File: config.mk
export PLATFORM = sky130hd
export DESIGN_NAME = csd_top
export DESIGN_NICKNAME = d
export VERILOG_FILES = /design/src/csd_pkg.sv /design/src/csd_deadband.sv /design/src/csd_top.sv
export SDC_FILE = /design/constraint.sdc
export NUM_CORES = 1
export LEC_CHECK = 0
export ABC_AREA = 0
export BUFFER_PORTS_ARGS = -buffer_cell sky130_fd_sc_hd__buf_2
export CAP_MARGIN = 30
export CORE_MARGIN = 2
export CORE_UTILIZATION = 55
export CTS_CLUSTER_DIAMETER = 150
export DETAILED_ROUTE_END_ITERATION = 10
export GPL_ROUTABILITY_DRIVEN = 0
export PLACE_DENSITY = 0.85
export SETUP_SLACK_MARGIN = 0.2
export SLEW_MARGIN = 20
export SYNTH_ARGS = -nofsm -noshare
export SYNTH_HDL_FRONTEND = slang
export SYNTH_HIERARCHICAL = 1
export SYNTH_SLANG_ARGS = --single-unit
File: constraint.sdc
create_clock -name clk_i -period 4.2 [get_ports clk_i]
set_input_delay 0.42 -clock clk_i [delete_from_list [all_inputs] [get_ports clk_i]]
set_output_delay 0.42 -clock clk_i [all_outputs]
set_load 0.1 [all_outputs]
File: src/csd_pkg.sv
package csd_pkg;

  // ---------------------------------------------------------------
  // Register map (word addresses are byte offsets on the bus)
  // ---------------------------------------------------------------
  localparam logic [7:0] CSD_OFF_SHUTDOWN = 8'h00;
  localparam logic [7:0] CSD_OFF_RISE_DB  = 8'h04;
  localparam logic [7:0] CSD_OFF_FALL_DB  = 8'h08;
  localparam logic [7:0] CSD_OFF_CONTROL  = 8'h0c;
  localparam logic [7:0] CSD_OFF_IRQ_STAT = 8'h10;
  localparam logic [7:0] CSD_OFF_IRQ_EN   = 8'h14;
  localparam logic [7:0] CSD_OFF_IRQ_CLR  = 8'h18;

  // ---------------------------------------------------------------
  // Field positions
  // ---------------------------------------------------------------
  localparam int CSD_BIT_EVENT     = 7;
  localparam int CSD_BIT_RESTART   = 6;
  localparam int CSD_BIT_LC_EN     = 1;
  localparam int CSD_BIT_FAULT_EN  = 0;
  localparam int CSD_BIT_OUT_B_EN  = 6;
  localparam int CSD_BIT_OUT_A_EN  = 5;
  localparam int CSD_BIT_OUT_B_INV = 4;
  localparam int CSD_BIT_OUT_A_INV = 3;
  localparam int CSD_IRQ_SHUTDOWN  = 0;
  localparam int CSD_IRQ_RESTART   = 1;

  // ---------------------------------------------------------------
  // Widths and reset values
  // ---------------------------------------------------------------
  localparam int CSD_DB_W  = 6;
  localparam int CSD_IRQ_W = 2;
  localparam logic [7:0] CSD_SHUTDOWN_RST = 8'h00;
  localparam logic [7:0] CSD_CONTROL_RST  = 8'h00;
  localparam logic [CSD_DB_W-1:0] CSD_DB_ZERO = 6'h00;

  typedef enum logic [1:0] {
    CSD_EDGE_IDLE,
    CSD_EDGE_WAIT
  } csd_edge_e;

endpackage

File: src/csd_deadband.sv
`timescale 1ns/100ps
// Delays one edge direction of a level by a programmed count; the
// opposite direction passes after one register stage.
module csd_deadband
  import csd_pkg::*;
(
  input  wire logic                clk_i,
  input  wire logic                rst_i,
  input  wire logic                in_i,
  input  wire logic                rise_i,
  input  wire logic [CSD_DB_W-1:0] count_i,
  output logic                     out_o
);

  logic [CSD_DB_W-1:0] cnt_r;
  logic                pend_r;

  // A pending delayed edge is abandoned if the input goes back first.
  always_ff @(posedge clk_i)
  begin
    if (rst_i)
    begin
      out_o  <= 1'b0;
      pend_r <= 1'b0;
      cnt_r  <= CSD_DB_ZERO;
    end
    else if (in_i == out_o)
    begin
      pend_r <= 1'b0;
    end
    else if ((in_i != rise_i) || (count_i == CSD_DB_ZERO))
    begin
      out_o  <= in_i;
      pend_r <= 1'b0;
    end
    else if (!pend_r)
    begin
      pend_r <= 1'b1;
      cnt_r  <= count_i - 6'h01;
    end
    else if (cnt_r == CSD_DB_ZERO)
    begin
      out_o  <= in_i;
      pend_r <= 1'b0;
    end
    else
    begin
      cnt_r <= cnt_r - 6'h01;
    end
  end

endmodule

File: src/csd_top.sv
// Added by the designer: the address map and register access over Wishbone.
`timescale 1ns/100ps
// Behaviour
// [RULE_01] Enabled shutdown source sets event flag and forces both outputs off.
// [RULE_02] Flag zero means no event or restarted; output enables govern again.
// [RULE_03] Flag is software writable, hardware set and cleared, resets to zero.
// [RULE_04] Auto-restart bit lets hardware clear the flag once sources drop.
// [RULE_05] Logic cell output high causes shutdown only when its enable is set.
// [RULE_06] Fault pin low causes shutdown only when its enable is set.
// [RULE_07] Six-bit rising count delays rising edge by n to n+1 counts.
// [RULE_08] Six-bit falling count delays falling edge by n to n+1 counts.
// [RULE_09] A count of zero bypasses dead-band for that edge.
// [RULE_10] Dead-band counts are not cleared by reset; they keep contents.
// [RULE_11] Unused bits of shutdown and dead-band registers read as zero.
// [RULE_12] Each output has a polarity bit that inverts it when set.
// [RULE_13] Enabled shutdown sources are combined by logical OR.
module csd_top
  import csd_pkg::*;
(
  input  wire logic        clk_i,
  input  wire logic        rst_i,
  input  wire logic        cyc_i,
  input  wire logic        stb_i,
  input  wire logic        we_i,
  input  wire logic [7:0]  adr_i,
  input  wire logic [3:0]  sel_i,
  input  wire logic [31:0] dat_i,
  output logic      [31:0] dat_o,
  output logic             ack_o,
  input  wire logic        wave_i,
  input  wire logic        logic_cell_output_i,
  input  wire logic        fault_input_pin_n_i,
  output logic             complementary_output_a_o,
  output logic             complementary_output_b_o,
  output logic             irq_o
);

  // ---------------------------------------------------------------
  // Register state
  // ---------------------------------------------------------------
  logic                shutdown_event_flag_r;
  logic                auto_restart_enable_r;
  logic                logic_cell_shutdown_enable_r;
  logic                fault_pin_shutdown_enable_r;
  logic [CSD_DB_W-1:0] rising_deadband_value_r;
  logic [CSD_DB_W-1:0] falling_deadband_value_r;
  logic [7:0]          control_r;
  logic [CSD_IRQ_W-1:0] irq_stat_r;
  logic [CSD_IRQ_W-1:0] irq_en_r;
  logic                shutdown_req;
  logic                wr_stb;
  logic                wr_low;
  logic                dly_a;
  logic                dly_b;
  logic                flag_set;
  logic                flag_clr_hw;

  function automatic logic hit(input logic [7:0] a, input logic [7:0] off);
    hit = (a == off);
  endfunction

  // ---------------------------------------------------------------
  // Wishbone slave
  // ---------------------------------------------------------------
  // Every access is answered in one cycle; unmapped reads return zero
  // and unmapped writes are dropped.
  assign wr_stb = cyc_i && stb_i && we_i && !ack_o;
  assign wr_low = wr_stb && sel_i[0];

  always_ff @(posedge clk_i)
  begin
    if (rst_i)
    begin
      ack_o <= 1'b0;
    end
    else
    begin
      ack_o <= cyc_i && stb_i && !ack_o;
    end
  end

  always_ff @(posedge clk_i)
  begin
    if (rst_i)
    begin
      dat_o <= 32'h0000_0000;
    end
    else if (cyc_i && stb_i && !we_i && !ack_o)
    begin
      dat_o <= 32'h0000_0000;
      unique case (1'b1)
        hit(adr_i, CSD_OFF_SHUTDOWN):
          dat_o[7:0] <= {shutdown_event_flag_r, auto_restart_enable_r,
                         4'h0, logic_cell_shutdown_enable_r,
                         fault_pin_shutdown_enable_r}; // RULE_11
        hit(adr_i, CSD_OFF_RISE_DB):
          dat_o[7:0] <= {2'h0, rising_deadband_value_r}; // RULE_11
        hit(adr_i, CSD_OFF_FALL_DB):
          dat_o[7:0] <= {2'h0, falling_deadband_value_r}; // RULE_11
        hit(adr_i, CSD_OFF_CONTROL):
          dat_o[7:0] <= {1'b0, control_r[6:3], 3'h0};
        hit(adr_i, CSD_OFF_IRQ_STAT):
          dat_o[CSD_IRQ_W-1:0] <= irq_stat_r;
        hit(adr_i, CSD_OFF_IRQ_EN):
          dat_o[CSD_IRQ_W-1:0] <= irq_en_r;
        default:
          dat_o <= 32'h0000_0000;
      endcase
    end
  end

  // ---------------------------------------------------------------
  // Shutdown control
  // ---------------------------------------------------------------
  assign shutdown_req =
      (logic_cell_shutdown_enable_r && logic_cell_output_i)     // RULE_05
    | (fault_pin_shutdown_enable_r && !fault_input_pin_n_i);   // RULE_06 RULE_13

  assign flag_set    = shutdown_req;                           // RULE_01
  assign flag_clr_hw = auto_restart_enable_r && !shutdown_req &&
                       shutdown_event_flag_r;                  // RULE_04

  always_ff @(posedge clk_i)
  begin
    if (rst_i)
    begin
      auto_restart_enable_r        <= CSD_SHUTDOWN_RST[CSD_BIT_RESTART];
      logic_cell_shutdown_enable_r <= CSD_SHUTDOWN_RST[CSD_BIT_LC_EN];
      fault_pin_shutdown_enable_r  <= CSD_SHUTDOWN_RST[CSD_BIT_FAULT_EN];
    end
    else if (wr_low && hit(adr_i, CSD_OFF_SHUTDOWN))
    begin
      auto_restart_enable_r        <= dat_i[CSD_BIT_RESTART];
      logic_cell_shutdown_enable_r <= dat_i[CSD_BIT_LC_EN];
      fault_pin_shutdown_enable_r  <= dat_i[CSD_BIT_FAULT_EN];
    end
  end

  // A live shutdown request beats a software clear, so an event can
  // not be lost to a racing write.
  always_ff @(posedge clk_i)
  begin
    if (rst_i)
    begin
      shutdown_event_flag_r <= CSD_SHUTDOWN_RST[CSD_BIT_EVENT]; // RULE_03
    end
    else if (flag_set)
    begin
      shutdown_event_flag_r <= 1'b1;                            // RULE_01
    end
    else if (wr_low && hit(adr_i, CSD_OFF_SHUTDOWN))
    begin
      shutdown_event_flag_r <= dat_i[CSD_BIT_EVENT];            // RULE_03
    end
    else if (flag_clr_hw)
    begin
      shutdown_event_flag_r <= 1'b0;                            // RULE_04
    end
  end

  always_ff @(posedge clk_i)
  begin
    if (rst_i)
    begin
      control_r <= CSD_CONTROL_RST;
    end
    else if (wr_low && hit(adr_i, CSD_OFF_CONTROL))
    begin
      control_r <= dat_i[7:0];
    end
  end

  // Dead-band counts carry no reset: they keep contents across a
  // reset and are unknown only from power-up.
  always_ff @(posedge clk_i)
  begin
    if (wr_low && hit(adr_i, CSD_OFF_RISE_DB))
    begin
      rising_deadband_value_r <= dat_i[CSD_DB_W-1:0]; // RULE_10
    end
    if (wr_low && hit(adr_i, CSD_OFF_FALL_DB))
    begin
      falling_deadband_value_r <= dat_i[CSD_DB_W-1:0]; // RULE_10
    end
  end

  // ---------------------------------------------------------------
  // Dead band
  // ---------------------------------------------------------------
  // Output A follows the wave with a delayed rising edge, output B
  // follows its complement with the falling count delaying B's rise,
  // which is the falling edge of the source wave.
  csd_deadband u_db_a
  (
    .clk_i   (clk_i),
    .rst_i   (rst_i),
    .in_i    (wave_i),
    .rise_i  (1'b1),
    .count_i (rising_deadband_value_r),  // RULE_07 RULE_09
    .out_o   (dly_a)
  );

  csd_deadband u_db_b
  (
    .clk_i   (clk_i),
    .rst_i   (rst_i),
    .in_i    (!wave_i),
    .rise_i  (1'b1),
    .count_i (falling_deadband_value_r), // RULE_08 RULE_09
    .out_o   (dly_b)
  );

  // ---------------------------------------------------------------
  // Outputs
  // ---------------------------------------------------------------
  // While the flag is set both drivers are held at their inactive
  // level, whatever the enables say; polarity applies afterwards.
  always_ff @(posedge clk_i)
  begin
    if (rst_i)
    begin
      complementary_output_a_o <= 1'b0;
      complementary_output_b_o <= 1'b0;
    end
    else
    begin
      complementary_output_a_o <= (dly_a && control_r[CSD_BIT_OUT_A_EN] &&
        !shutdown_event_flag_r && !shutdown_req)        // RULE_01 RULE_02
        ^ control_r[CSD_BIT_OUT_A_INV];                 // RULE_12
      complementary_output_b_o <= (dly_b && control_r[CSD_BIT_OUT_B_EN] &&
        !shutdown_event_flag_r && !shutdown_req)        // RULE_01 RULE_02
        ^ control_r[CSD_BIT_OUT_B_INV];                 // RULE_12
    end
  end

  // ---------------------------------------------------------------
  // Interrupts
  // ---------------------------------------------------------------
  always_ff @(posedge clk_i)
  begin
    if (rst_i)
    begin
      irq_stat_r <= '0;
      irq_en_r   <= '0;
    end
    else
    begin
      if (wr_low && hit(adr_i, CSD_OFF_IRQ_EN))
      begin
        irq_en_r <= dat_i[CSD_IRQ_W-1:0];
      end
      irq_stat_r <= (irq_stat_r &
        ~((wr_low && hit(adr_i, CSD_OFF_IRQ_CLR)) ?
          dat_i[CSD_IRQ_W-1:0] : 2'h0))
        | {flag_clr_hw, flag_set && !shutdown_event_flag_r};
    end
  end

  always_ff @(posedge clk_i)
  begin
    if (rst_i)
    begin
      irq_o <= 1'b0;
    end
    else
    begin
      irq_o <= |(irq_stat_r & irq_en_r);
    end
  end

  // ---------------------------------------------------------------
  // Checks
  // ---------------------------------------------------------------
  property p_shutdown_sets_flag;
    @(posedge clk_i) disable iff (rst_i)
    shutdown_req |=> shutdown_event_flag_r;
  endproperty
  a_shutdown_sets_flag: assert property (p_shutdown_sets_flag) // RULE_01
    else $error("shutdown did not set the event flag");

  property p_outputs_off;
    @(posedge clk_i) disable iff (rst_i)
    shutdown_event_flag_r |=>
      (complementary_output_a_o == $past(control_r[CSD_BIT_OUT_A_INV])) &&
      (complementary_output_b_o == $past(control_r[CSD_BIT_OUT_B_INV]));
  endproperty
  a_outputs_off: assert property (p_outputs_off) // RULE_01
    else $error("outputs active during shutdown");

  property p_no_restart;
    @(posedge clk_i) disable iff (rst_i)
    (shutdown_event_flag_r && !auto_restart_enable_r && !wr_stb)
      |=> shutdown_event_flag_r;
  endproperty
  a_no_restart: assert property (p_no_restart) // RULE_04
    else $error("flag cleared without auto-restart");

  property p_restart;
    @(posedge clk_i) disable iff (rst_i)
    (shutdown_event_flag_r && auto_restart_enable_r && !shutdown_req &&
     !wr_stb) |=> !shutdown_event_flag_r;
  endproperty
  a_restart: assert property (p_restart) // RULE_04
    else $error("auto-restart did not clear the flag");

  property p_lc_ignored;
    @(posedge clk_i) disable iff (rst_i)
    (!logic_cell_shutdown_enable_r && !fault_pin_shutdown_enable_r)
      |-> !shutdown_req;
  endproperty
  a_lc_ignored: assert property (p_lc_ignored) // RULE_05
    else $error("disabled source caused shutdown");

  property p_fault;
    @(posedge clk_i) disable iff (rst_i)
    (fault_pin_shutdown_enable_r && !fault_input_pin_n_i) |-> shutdown_req;
  endproperty
  a_fault: assert property (p_fault) // RULE_06
    else $error("fault pin low did not request shutdown");

  property p_lc;
    @(posedge clk_i) disable iff (rst_i)
    (logic_cell_shutdown_enable_r && logic_cell_output_i) |-> shutdown_req;
  endproperty
  a_lc: assert property (p_lc) // RULE_13
    else $error("logic cell high did not request shutdown");

  property p_bypass;
    @(posedge clk_i) disable iff (rst_i)
    ($rose(wave_i) && rising_deadband_value_r == CSD_DB_ZERO &&
     $stable(rising_deadband_value_r)) |=> dly_a;
  endproperty
  a_bypass: assert property (p_bypass) // RULE_09
    else $error("zero dead-band still delayed the edge");

  property p_unused_zero;
    @(posedge clk_i) disable iff (rst_i)
    (ack_o && !we_i && adr_i == CSD_OFF_RISE_DB) |-> dat_o[7:6] == 2'h0;
  endproperty
  a_unused_zero: assert property (p_unused_zero) // RULE_11
    else $error("unused dead-band bits read nonzero");

endmodule

### Word-level counts from Yosys, hierarchy flattened

Index checks and enable logic that the tools add are counted.

| operators by class | value |
|---|---|
| bitwise logic cells | 12 |
| reductions and logical operators | 49 |
| add/sub/neg operators | 4 |
| eq/ne operators | 10 |
| muxes and demuxes | 20 |

Operator list:

| kind | count |
|---|---|
| equality test 8 x 5 -> 1 bit (second input constant) | 3 |
| logical AND 1 bit | 24 |
| logical NOT 6 bit | 4 |
| two-way mux 6 bit | 4 |
| one-hot mux 6 bit (4 select lines) | 1 |
| subtractor 6 x 1 -> 6 bit (second input constant) | 4 |
| equality test 8 x 4 -> 1 bit (second input constant) | 2 |
| two-way mux 1 bit | 13 |
| AND reduction 3 bit | 4 |
| one-hot mux 2 bit (5 select lines) | 1 |
| equality test 8 x 3 -> 1 bit (second input constant) | 1 |
| logical NOT 8 bit | 1 |
| nonzero test 2 bit | 4 |
| logical NOT 1 bit | 6 |
| OR reduction 3 bit | 2 |
| inverter 1 bit | 5 |
| AND 2 bit | 2 |
| != test 2 bit (second input constant) | 2 |
| nonzero test 3 bit | 1 |
| equality test 1 bit | 2 |
| logical OR 1 bit | 2 |
| two-way mux 2 bit | 1 |
| inverter 2 bit | 1 |
| OR 2 bit | 1 |
| 3 further kinds | 4 |

| storage, ports and cells | value |
|---|---|
| word-level logic and storage cells | 115 |
| input port bits | 52 |
| flip-flop bits (word level) | 55 |
| output and inout bits | 36 |

### Longest topological paths before layout

Gate-level depths: netlist of run 1.

| depth | value |
|---|---|
| depth after elaboration | 9 |
| gate-level depth with buffers | 8 |
| gate-level depth less buffers | 7 |

### By module

Netlist of run 1, hierarchy kept.

By module, submodules not included:

| module | times used | seq. area each (µm²) | cells an instance | area an instance (µm²) |
|---|---|---|---|---|
| csd_top | 1 | 840.8 | 184 | 1805.5 |
| csd_deadband | 2 | 160.2 | 67 | 539.3 |

### Worst setup path before layout of run 1

Ideal clock, no wire load.

| timing path | value |
|---|---|
| kind | input port to flip-flop |
| start point | in adr_i[5] |
| end point | reg falling_deadband_value_r[0] (enable) |
| data arrival time | 2.037 ns |
| library setup time | 0.386 ns |
| data required time | 3.814 ns |
| cell stages on the path | 4 |
| buffers on the path | 1 |
| path slack | 1.777 ns |
| cell sequence | or4_4 buf_6 or2_1 nor4bb_1 |

| between the ends | value |
|---|---|
| cells in the longest elaborated chain, start to end | 2 |

Ends and longest elaborated chain:

| item | line | RTL |
|---|---|---|
| start: declaration | csd_top.sv:25 | `input wire logic [7:0] adr_i,` |
| equality test 8 x 4 -> 1 bit | csd_top.sv:59 | `hit = (a == off);` |
| logical AND 1 bit | csd_top.sv:181 | `if (wr_low && hit(adr_i, CSD_OFF_FALL_DB))` |
| end signal: assignment | csd_top.sv:183 | `falling_deadband_value_r <= dat_i[CSD_DB_W-1:0];` |
| end: declaration | csd_top.sv:46 | `logic [CSD_DB_W-1:0] falling_deadband_value_r;` |

Every way passes these cells.
A chain may end at the register's enable or synchronous reset.

### Worst setup path in the final report of run 1

| timing path | value |
|---|---|
| start point | reg u_db_b.pend_r |
| end point | reg u_db_b.cnt_r[4] |

| between the ends | value |
|---|---|
| cells in the longest elaborated chain, start to end | 2 |
| elaborated cells between the ends (all ways) | 3 |
| classes of those cells | 1 x eq/ne; 1 x mux; 1 x reduce/logical |

Ends and longest elaborated chain:

| item | line | RTL |
|---|---|---|
| start: declaration | csd_deadband.sv:16 | `logic pend_r;` |
| start signal: assignment | csd_deadband.sv:24 | `pend_r <= 1'b0;` |
| start signal: assignment | csd_deadband.sv:29 | `pend_r <= 1'b0;` |
| start signal: assignment | csd_deadband.sv:34 | `pend_r <= 1'b0;` |
| != test 2 bit (no line) | -- |  |
| AND reduction 3 bit (no line) | -- |  |
| end signal: assignment | csd_deadband.sv:39 | `cnt_r <= count_i - 6'h01;` |
| end signal: assignment | csd_deadband.sv:48 | `cnt_r <= cnt_r - 6'h01;` |
| end: declaration | csd_deadband.sv:15 | `logic [CSD_DB_W-1:0] cnt_r;` |

Parallel ways exist; a longest one is shown, timed or not.

==> impl_results.md, run 1 <==
- Setup Buffers After CTS: 0
- EDFF count, synth: 12
- Hold_buf cts: 0
- Clock transition at the registers of the reported paths: 0.09 ns
- Gr busiest metal: met2
- Final hold violation count: 0
- Synthesized area: 2880 um^2
- Starting Density: 0.568
- CP top delay family: flip-flops
- Clock Latency Late Sink: 0.30 ns
- Pre-CTS WS: 2.02 ns
- Peak Freq: 471 MHz
- GR Util met1: 0.255
- Setup WS post-layout: 2.08 ns
- Area leader, netlist: dfxtp_1
- Worst setup EP type: flip-flop
- Worst reg-to-reg setup slack: 2.08 ns
- Vias per inst: 5.84
- Yosys warning count: 6
- Commonest non-fill, non-tap cell in the layout: dfxtp_1
- Yosys cell types: 61
- Met3 global-route usage: 0.0355
- Worst-path fanout max: 12
- GRT overflow: 0
- First-pass GRT wire length: 10100 um
- Clk_skew: 0.00585 ns
- Min Tclk post-route: 2.12 ns
- Die Span Y: 76.4 um
- Dominant cells by area after synthesis: dfxtp_1, edfxtp_1, mux2i_1
- Rows: 26
- Critical Path RT: 4.36 ns
- RSZ-0062 raised after global routing: false
- Starting DRT DRC Count: 140
- Final Cycle Share: 0.506
- Status: completed
- Clk buf depth: 2
- Setup violations, final: 0
- Worst slew margin: 0.446
- Slowest CP cell: dfxtp_1
- End of the worst hold path: rising_deadband_value_r[2]
- Critical path buffers and inverters: 1
- Sink Count: 52
- Reg-to-Reg Start: u_db_b/pend_r
- Asr flop ratio synth: 0
- Hold Crit Start: dat_i[2]
- TNS Setup: 0 ns
- Setup crit start kind: flip-flop
- Antenna diodes: 0
- Area of the multi-input gates: 1550 um^2
- Met2 Use GR: 0.361
- HPWL Detailed: 4500 um
- Largest net degree at the start of global routing: 48
- Post-Synthesis Mean Instance Area: 9.07 um^2
- CTS-repair resized insts: 0
- Crit Path Class: flip-flop to flip-flop
- Fill cells: 453
- Initial antenna violation count: 0
- Total GRT Usage: 0.212
- Seq/Total Area, Yosys: 0.403
- PortBufs: 36
- Register area: 1160 um^2
- Ys flop type: dfxtp_1
- Max Cap Viol: 0
- Io pins: 88
- DRC viols: 0
- Core footprint: 5070 um^2
- Post-synthesis cell count: 318
- HP Class: input pin to flip-flop
- DR pass1 iterations: 4
- Die area: 5840 um^2
- Commonest non-fill, non-tap cells in the layout: dfxtp_1, buf_2, conb_1
- Vias: 2481
- Actual slew at the worst max-slew pin: 0.831 ns
- P&R area growth vs syn: 8.16%
- CTS Root Cell: clkbuf_8
- Final Slew Violations: 0
- CTS tree: done
- Share of cells above drive strength 1: 0.175
- Top-area cell type share of the netlist area: 0.278
- Pwr/cell area: 327 nW/um^2
- CP max stage delay: 0.57 ns
- H-tree depth: 2
- FF+latch count, synth: 52
- Nets@finish: 408
- Via count of the first global-routing pass: 2299
- Post-route antenna net violation count: 0
- Routed wire length: 6260 um
- Die Span X: 76.4 um
- Cells on worst reg2reg path: 7
- WL/cell: 14.7 um
- VDD IR-drop max: 0.260 mV
- Crit path DAT: 2.29 ns
- Worst reg2reg path endpoint: u_db_b/cnt_r[4]
- Leak: 0.00120 uW
- Hold depth: 1
- Crit path cell chain: mux2i_1 > ha_1 > inv_1 > or3_1 > a32o_1 > a21oi_1 > o21ai_0
- TritonCTS Buffers: 5
## cell usage after synthesis (3+ instances only)
master / number
clkbuf_1: 6
nand2b_1: 7
nand2_1: 21
or2_2: 3
nor2_1: 26
buf_4: 24
mux2i_1: 18
dfxtp_1: 40
edfxtp_1: 12
nand4_1: 4
nand3b_1: 4
o21ai_0: 18
nor3_1: 6
a21oi_1: 25
nor2b_1: 3
o2bb2ai_1: 4
nand3_1: 7
nor4_1: 3
inv_1: 10
buf_2: 5
or3_1: 5
a31oi_1: 3
or4_4: 3
## per-stage QoR
step / hold slack, ns / instances / util / power [uW] / area (um^2)
global route: 0.311 / 425 / 0.615 / 1060 / 3120
floorplan: 0.449 / 346 / - / 725 / 2990
global placement: 0.439 / 417 / 0.597 / 734 / 3030
CTS: 0.305 / 425 / 0.615 / 1020 / 3120
finish: 0.310 / 425 / 0.615 / 1020 / 3120
detailed placement: 0.451 / 417 / 0.597 / 738 / 3030
## logic make-up after synthesis
kind of cell	count (synthesis)	synth area share
XOR/XNOR	2	0.00607
AO/OA/AOI/OAI	84	0.199
other	2	0.00260
flip-flops	52	0.403
multiplexers	18	0.0625
adder cells (fa/ha/maj)	2	0.00868
AND/OR/NAND/NOR	111	0.222
buffers and inverters	47	0.0972
## worst reg2reg max path, cell delays in order, from the launching register on
cell	delay, ns
dfxtp_1	0.57
mux2i_1	0.31
ha_1	0.28
inv_1	0.09
or3_1	0.30
a32o_1	0.26
a21oi_1	0.10
o21ai_0	0.08
## metal layers
layer  share of wire  up-vias  wire (um)
met1            0.42     1181       2650
met5               0        -          0
met3           0.052       20        325
li1                -     1192          -
met2            0.49       88       3090
met4           0.029        0        184
## sequential cells by signal, indices dropped and copies added, names as in the netlist, 2 cells and up
name	flops
control_r	4
dat_o	8
falling_deadband_value_r	6
irq_en_r	2
irq_stat_r	2
rising_deadband_value_r	6
u_db_a/cnt_r	6
u_db_b/cnt_r	6
## worst max path at each step
stage | cells past startpoint | slack, ns | startpoint | to
floorplan | 4 | 1.78 | adr_i[5] | falling_deadband_value_r[0]
global placement | 5 | 2.00 | cyc_i | rising_deadband_value_r[0]
detailed placement | 5 | 2.02 | cyc_i | rising_deadband_value_r[0]
CTS | 7 | 2.10 | u_db_b/pend_r | u_db_b/cnt_r[4]
global route | 4 | 1.92 | ack_o | rising_deadband_value_r[0]
finish | 7 | 2.08 | u_db_b/pend_r | u_db_b/cnt_r[4]
## power by group
group	internal [uW]	switching, uW
registers	521	11.6
clock network	135	155
logic	38.9	157
## layout make-up
type,count,area share
multi-input combinational,247,0.496
timing repair buffer,38,0.0626
clock buffer,8,0.0289
sequential,52,0.372
tap,70,0.0281
inverter,10,0.0120
(Power assumes the default switching activity.)
==> run 2, diff against run 1 <==
CORE_UTILIZATION = 51   (was 55)
PLACE_DENSITY = 0.79   (was 0.85)
clock period = 2.1 ns   (was 4.2 ns; I/O delays follow)
==> run 2 against run 1 <==
Effect of this change:
- clock skew increased by 0.0068 ns
- sequential power increased by 99%
- wire length increased by 8.8%
- cell count increased by 4.9%
- worst setup slack got worse by 1.9 ns
- die area increased by 7.4%
- global-route usage increased by 0.59 points
- first-iteration DRC count increased by 7.1%
==> impl_results.md, run 2 (synthesis results as in run 1) <==
- Pwr/cell area: 616 nW/um^2 (+89%)
- Antenna diodes: 0 (unchanged)
- DRC viols: 0 (unchanged)
- Post-route antenna net violation count: 0 (unchanged)
- Final Cycle Share: 0.919 (+0.413)
- Slowest CP cell: edfxtp_1
- Clk_skew: 0.0126 ns (+0.00676 ns)
- Number of placed instances, taps included: 431 (+3.4%)
- CTS Root Cell: clkbuf_8
- Clk buf depth: 2 (unchanged)
- Crit. Startpoint: falling_deadband_value_r[0]
- Routed wire length: 6810 um (+8.8%)
- Starting DRT DRC Count: 150 (+7.1%)
- Final hold violation count: 0 (unchanged)
- HPWL Detailed: 5030 um (+12%)
- RSZ-0062 raised after global routing: true
- Largest net degree at the start of global routing: 31 (-35%)
- Crit path DAT: 2.18 ns (-0.11 ns)
- Leak: 0.00132 uW (+9.6%)
- Core footprint: 5470 um^2 (+7.8%)
- P&R area growth vs syn: 15.8%
- Commonest non-fill, non-tap cell in the layout: dfxtp_1
- Max reg flops: 8 (unchanged)
- Crit Path Class: flip-flop to flip-flop
- Share of cells above drive strength 1: 0.262 (+0.0874)
- Reg-to-Reg Start: falling_deadband_value_r[0]
- Die area: 6270 um^2 (+7.4%)
- WL/cell: 15.3 um (+3.7%)
- Pre-CTS WS: 0.105 ns (-1.91 ns)
- Worst setup EP type: flip-flop
- VDD IR-drop max: 0.518 mV (+99%)
- Vias per inst: 5.63 (-3.6%)
- Initial antenna violation count: 0 (unchanged)
- Commonest non-fill, non-tap cells in the layout: dfxtp_1, buf_2, conb_1
- PortBufs: 36 (unchanged)
- Clock Latency Late Sink: 0.31 ns (about the same)
- TritonCTS Buffers: 5 (unchanged)
- Starting Density: 0.527 (-0.0413)
- Register bank with the most flops: dat_o
- Die Span Y: 79.2 um (+3.6%)
- DR pass1 iterations: 4 (unchanged)
- Worst reg2reg path endpoint: u_db_b/cnt_r[2]
- Total GRT Usage: 0.218 (+0.00594)
- Max Cap Viol: 0 (unchanged)
- Setup violations, final: 0 (unchanged)
- TNS Setup: 0 ns (unchanged)
- Vias: 2511 (+1.2%)
- Core Util, Final: 0.610 (-0.00445)
- CTS tree: done
- Nets@finish: 427 (+4.7%)
- Crit path cell chain: or4_4 > or3_4 > a311oi_2 > a41o_1 > a31o_1
- Clock transition at the registers of the reported paths: 0.10 ns (about the same)
- Worst-path fanout max: 5 (-7)
- Hold depth: 1 (unchanged)
- Final Slew Violations: 0 (unchanged)
- Sink Count: 52 (unchanged)
- HP Class: input pin to flip-flop
- Actual slew at the worst max-slew pin: 0.780 ns (-0.0507 ns)
- Die Span X: 79.2 um (+3.6%)
- Peak Freq: 518 MHz (+10%)
- Cells on worst reg2reg path: 5 (-2)
- Hold Crit Start: dat_i[2]
- Worst reg-to-reg setup slack: 0.17 ns (-1.90 ns)
- Via count of the first global-routing pass: 2338 (+1.7%)
- Critical Path RT: 2.35 ns (-2.01 ns)
- H-tree depth: 2 (unchanged)
- Fill cells: 490 (+8.2%)
- Setup crit start kind: flip-flop
- Status: completed
- CP max stage delay: 0.49 ns (-0.08 ns)
- Setup WS post-layout: 0.170 ns (-1.90 ns)
- Rows: 27 (+3.8%)
- Hold slack: 0.113 ns (-0.197 ns)
- First-pass GRT wire length: 10800 um (+6.6%)
- End of the worst hold path: rising_deadband_value_r[2]
- GRT overflow: 0 (unchanged)
- Min Tclk post-route: 1.93 ns (-0.195 ns)
- Io pins: 88 (unchanged)
- Layout Cells excl Fill: 446 (+4.9%)
- Worst slew margin: 0.480 (+0.0338)
## run 2: power by group
group,internal (uW),switching [uW]
clock network,239,328
registers,1040,21.1
logic,95.0,331
total,1380,680
## run 2: worst max-delay path by stage
stage,to,slack [ns],depth (start not counted)
after floorplan,falling_deadband_value_r[0],0.22,4
after global placement,falling_deadband_value_r[4],0.15,4
after detailed placement,falling_deadband_value_r[4],0.11,4
after CTS,u_db_a/cnt_r[2],0.18,5
after global routing,u_db_b/cnt_r[4],0.10,8
final,u_db_b/cnt_r[2],0.17,5
## run 2: final cells by class
class | instances | area [um^2] | area share
repair buffers | 57 | 338 | 0.101
flip-flops and latches | 52 | 1160 | 0.348
inverters | 10 | 37.5 | 0.0112
multi-input cells | 247 | 1630 | 0.487
clock buffers | 7 | 76.3 | 0.0229
well taps | 72 | 90.1 | 0.0270
clock inverters | 1 | 8.76 | 0.00262
## run 2: through the flow
| stage | total power, uW | area (um^2) |
|---|---|---|
| final | 2060 | 3340 |
| after global routing | 2130 | 3340 |
| after CTS | 2050 | 3270 |
| after detailed placement | 1490 | 3150 |
| after global placement | 1480 | 3150 |
| after floorplan | 1450 | 3010 |
## run 2: routing by layer
metal  part of all wire  routed length (um)  vias up  GRT usage
met3              0.054                 366       12     0.0455
met5                  0                   0        -          0
met4              0.016                 108        0     0.0707
met2               0.50                3420       76      0.380
met1               0.43                2910     1194      0.268
li1                   -                   -     1229          -
## run 2: timing repair
item,CTS,global route
setup endpoints to repair,7,13
setup buffers,3,4
pin swaps,3,9
gates resized for setup,3,18
gates cloned,0,0
hold buffers,0,0
## run 2: worst max-delay path: cells and delay by family (launching register included)
family,cells,cell delay [ns]
flops,1,0.49
simple gates,2,0.85
compound gates,3,0.51
==> run 3, diff against run 2 <==
RECOVER_POWER = 25   (was not set)
==> run 3 against run 2 <==
Effect of this change:
- wire length up 0.24%
- clock skew up 0.0024 ns
- largest power group unchanged
- cell area down 0.45%
==> impl_results.md, run 3 (synthesis results as in run 1) <==
- CTS Root Cell: clkbuf_8
- Critical path destination: u_db_b/cnt_r[2]
- Crit. Startpoint: falling_deadband_value_r[0]
- Max Cap Viol: 0 (unchanged)
- Final Cycle Share: 0.921 (+0.00239)
- Clock transition at the registers of the reported paths: 0.10 ns (about the same)
- Cells on worst reg2reg path: 5 (unchanged)
- Nets@finish: 427 (unchanged)
- Commonest non-fill, non-tap cell in the layout: dfxtp_1
- Setup crit start kind: flip-flop
- Pwr/cell area: 618 nW/um^2 (+0.42%)
- Worst reg-to-reg setup slack: 0.17 ns (about the same)
- DRC viols: 0 (unchanged)
- Worst-path fanout max: 5 (unchanged)
- Initial antenna violation count: 0 (unchanged)
- Setup WS post-layout: 0.165 ns (-0.00502 ns)
- Worst slew margin: 0.227 (-0.253)
- Final Slew Violations: 0 (unchanged)
- H-tree depth: 2 (unchanged)
- Largest net degree at the start of global routing: 31 (unchanged)
- CTS tree: done
- Worst reg2reg path endpoint: u_db_b/cnt_r[2]
- Io pins: 88 (unchanged)
- Core footprint: 5470 um^2 (unchanged)
- Register bank with the most flops: dat_o
- Clk_skew: 0.0150 ns (+0.00236 ns)
- Clk buf depth: 2 (unchanged)
- WL/cell: 15.3 um (+0.24%)
- Hold_buf cts: 0 (unchanged)
- Post-route antenna net violation count: 0 (unchanged)
- Reg-to-Reg Start: falling_deadband_value_r[0]
- Rows: 27 (unchanged)
- VDD IR-drop max: 0.522 mV (+0.64%)
- Antenna diodes: 0 (unchanged)
- Die Span X: 79.2 um (unchanged)
- Via count of the first global-routing pass: 2338 (unchanged)
- Commonest non-fill, non-tap cells in the layout: dfxtp_1, conb_1, nor2_1, buf_2, a21oi_1
- Hold slack: 0.164 ns (+0.0507 ns)
- Crit Path Class: flip-flop to flip-flop
- Peak Freq: 517 MHz (-0.26%)
- Crit path DAT: 2.18 ns (about the same)
- Starting DRT DRC Count: 137 (-8.7%)
- Layout Cells excl Fill: 446 (unchanged)
- Die Span Y: 79.2 um (unchanged)
- Sink Count: 52 (unchanged)
- Leak: 0.00128 uW (-2.9%)
- Status: completed
- HPWL Detailed: 5030 um (unchanged)
- Vias: 2534 (+0.92%)
- GRT overflow: 0 (unchanged)
- Number of placed instances, taps included: 431 (unchanged)
- Critical Path RT: 2.35 ns (about the same)
- Setup violations, final: 0 (unchanged)
- Pre-CTS WS: 0.105 ns (unchanged)
- PortBufs: 36 (unchanged)
- Min Tclk post-route: 1.93 ns (+0.00502 ns)
- Vias per inst: 5.68 (+0.92%)
- First-pass GRT wire length: 10800 um (unchanged)
- HP Class: input pin to flip-flop
- Routed wire length: 6820 um (+0.24%)
- Max reg flops: 8 (unchanged)
- Core Util, Final: 0.607 (-0.00274)
- Actual slew at the worst max-slew pin: 1.16 ns (+0.384 ns)
- RSZ-0062 raised after global routing: true
- Die area: 6270 um^2 (unchanged)
- Starting Density: 0.527 (unchanged)
- Clock Latency Late Sink: 0.31 ns (about the same)
- Total GRT Usage: 0.218 (unchanged)
- Final hold violation count: 0 (unchanged)
- Share of cells above drive strength 1: 0.230 (-0.0321)
- TNS Setup: 0 ns (unchanged)
- P&R area growth vs syn: 15.3%
- Worst setup EP type: flip-flop
- TritonCTS Buffers: 5 (unchanged)
- DR pass1 iterations: 5 (+1)
-- run 3: cell count changes in the layout (fill, tap and decap cells not counted) --
cell and change:
buf_2 -11, clkbuf_1 +11, dfxtp_1 +1, dfxtp_2 -1
-- run 3: metal layers --
metal  part of all wire  global-route usage  vias up  routed length [um]
met1               0.43               0.268     1215                2940
li1                   -                   -     1227                   -
met5                  0                   0        -                   0
met2               0.50               0.380       80                3410
met3              0.054              0.0455       12                 371
met4              0.016              0.0707        0                 108
-- run 3: where the power goes --
group	switching [uW]	internal [uW]
combinational	331	93.2
sequential	21.0	1040
clock	330	239
-- run 3: worst max-delay path, stage by stage (launching register included) --
cell and delay [ns]:
edfxtp_1 0.50, or4_4 0.46, or3_4 0.39, a311oi_2 0.28
a41o_1 0.14, a31o_1 0.09
-- run 3: layout make-up --
cell class                 count  area, um^2
fill                         495        2150
multi-input combinational    247        1630
sequential                    52        1160
timing repair buffer          57         324
tap                           72        90.1
clock buffer                   7        76.3
inverter                      10        37.5
clock inverter                 1        8.76
-- run 3: worst min-delay path by stage --
stage                   from                           to  depth (start not counted)
global placement    dat_i[2]   rising_deadband_value_r[2]                          1
CTS                 dat_i[2]   rising_deadband_value_r[2]                          1
floorplan           dat_i[0]  falling_deadband_value_r[0]                          0
finish              dat_i[2]   rising_deadband_value_r[2]                          1
detailed placement  dat_i[2]   rising_deadband_value_r[2]                          1
global route        dat_i[2]   rising_deadband_value_r[2]                          1
-- run 3: repair_timing --
action / in CTS / in global routing
resized for setup: 3 / 18
setup buffers: 3 / 4
gates cloned: 0 / 0
pin swaps: 3 / 9
setup endpoints to repair: 7 / 13
-- run 3: per-stage QoR --
step	power, uW	instance area (um^2)
global placement	1480	3150
finish	2060	3320
floorplan	1450	3010
CTS	2050	3270
global route	2120	3320
detailed placement	1490	3150
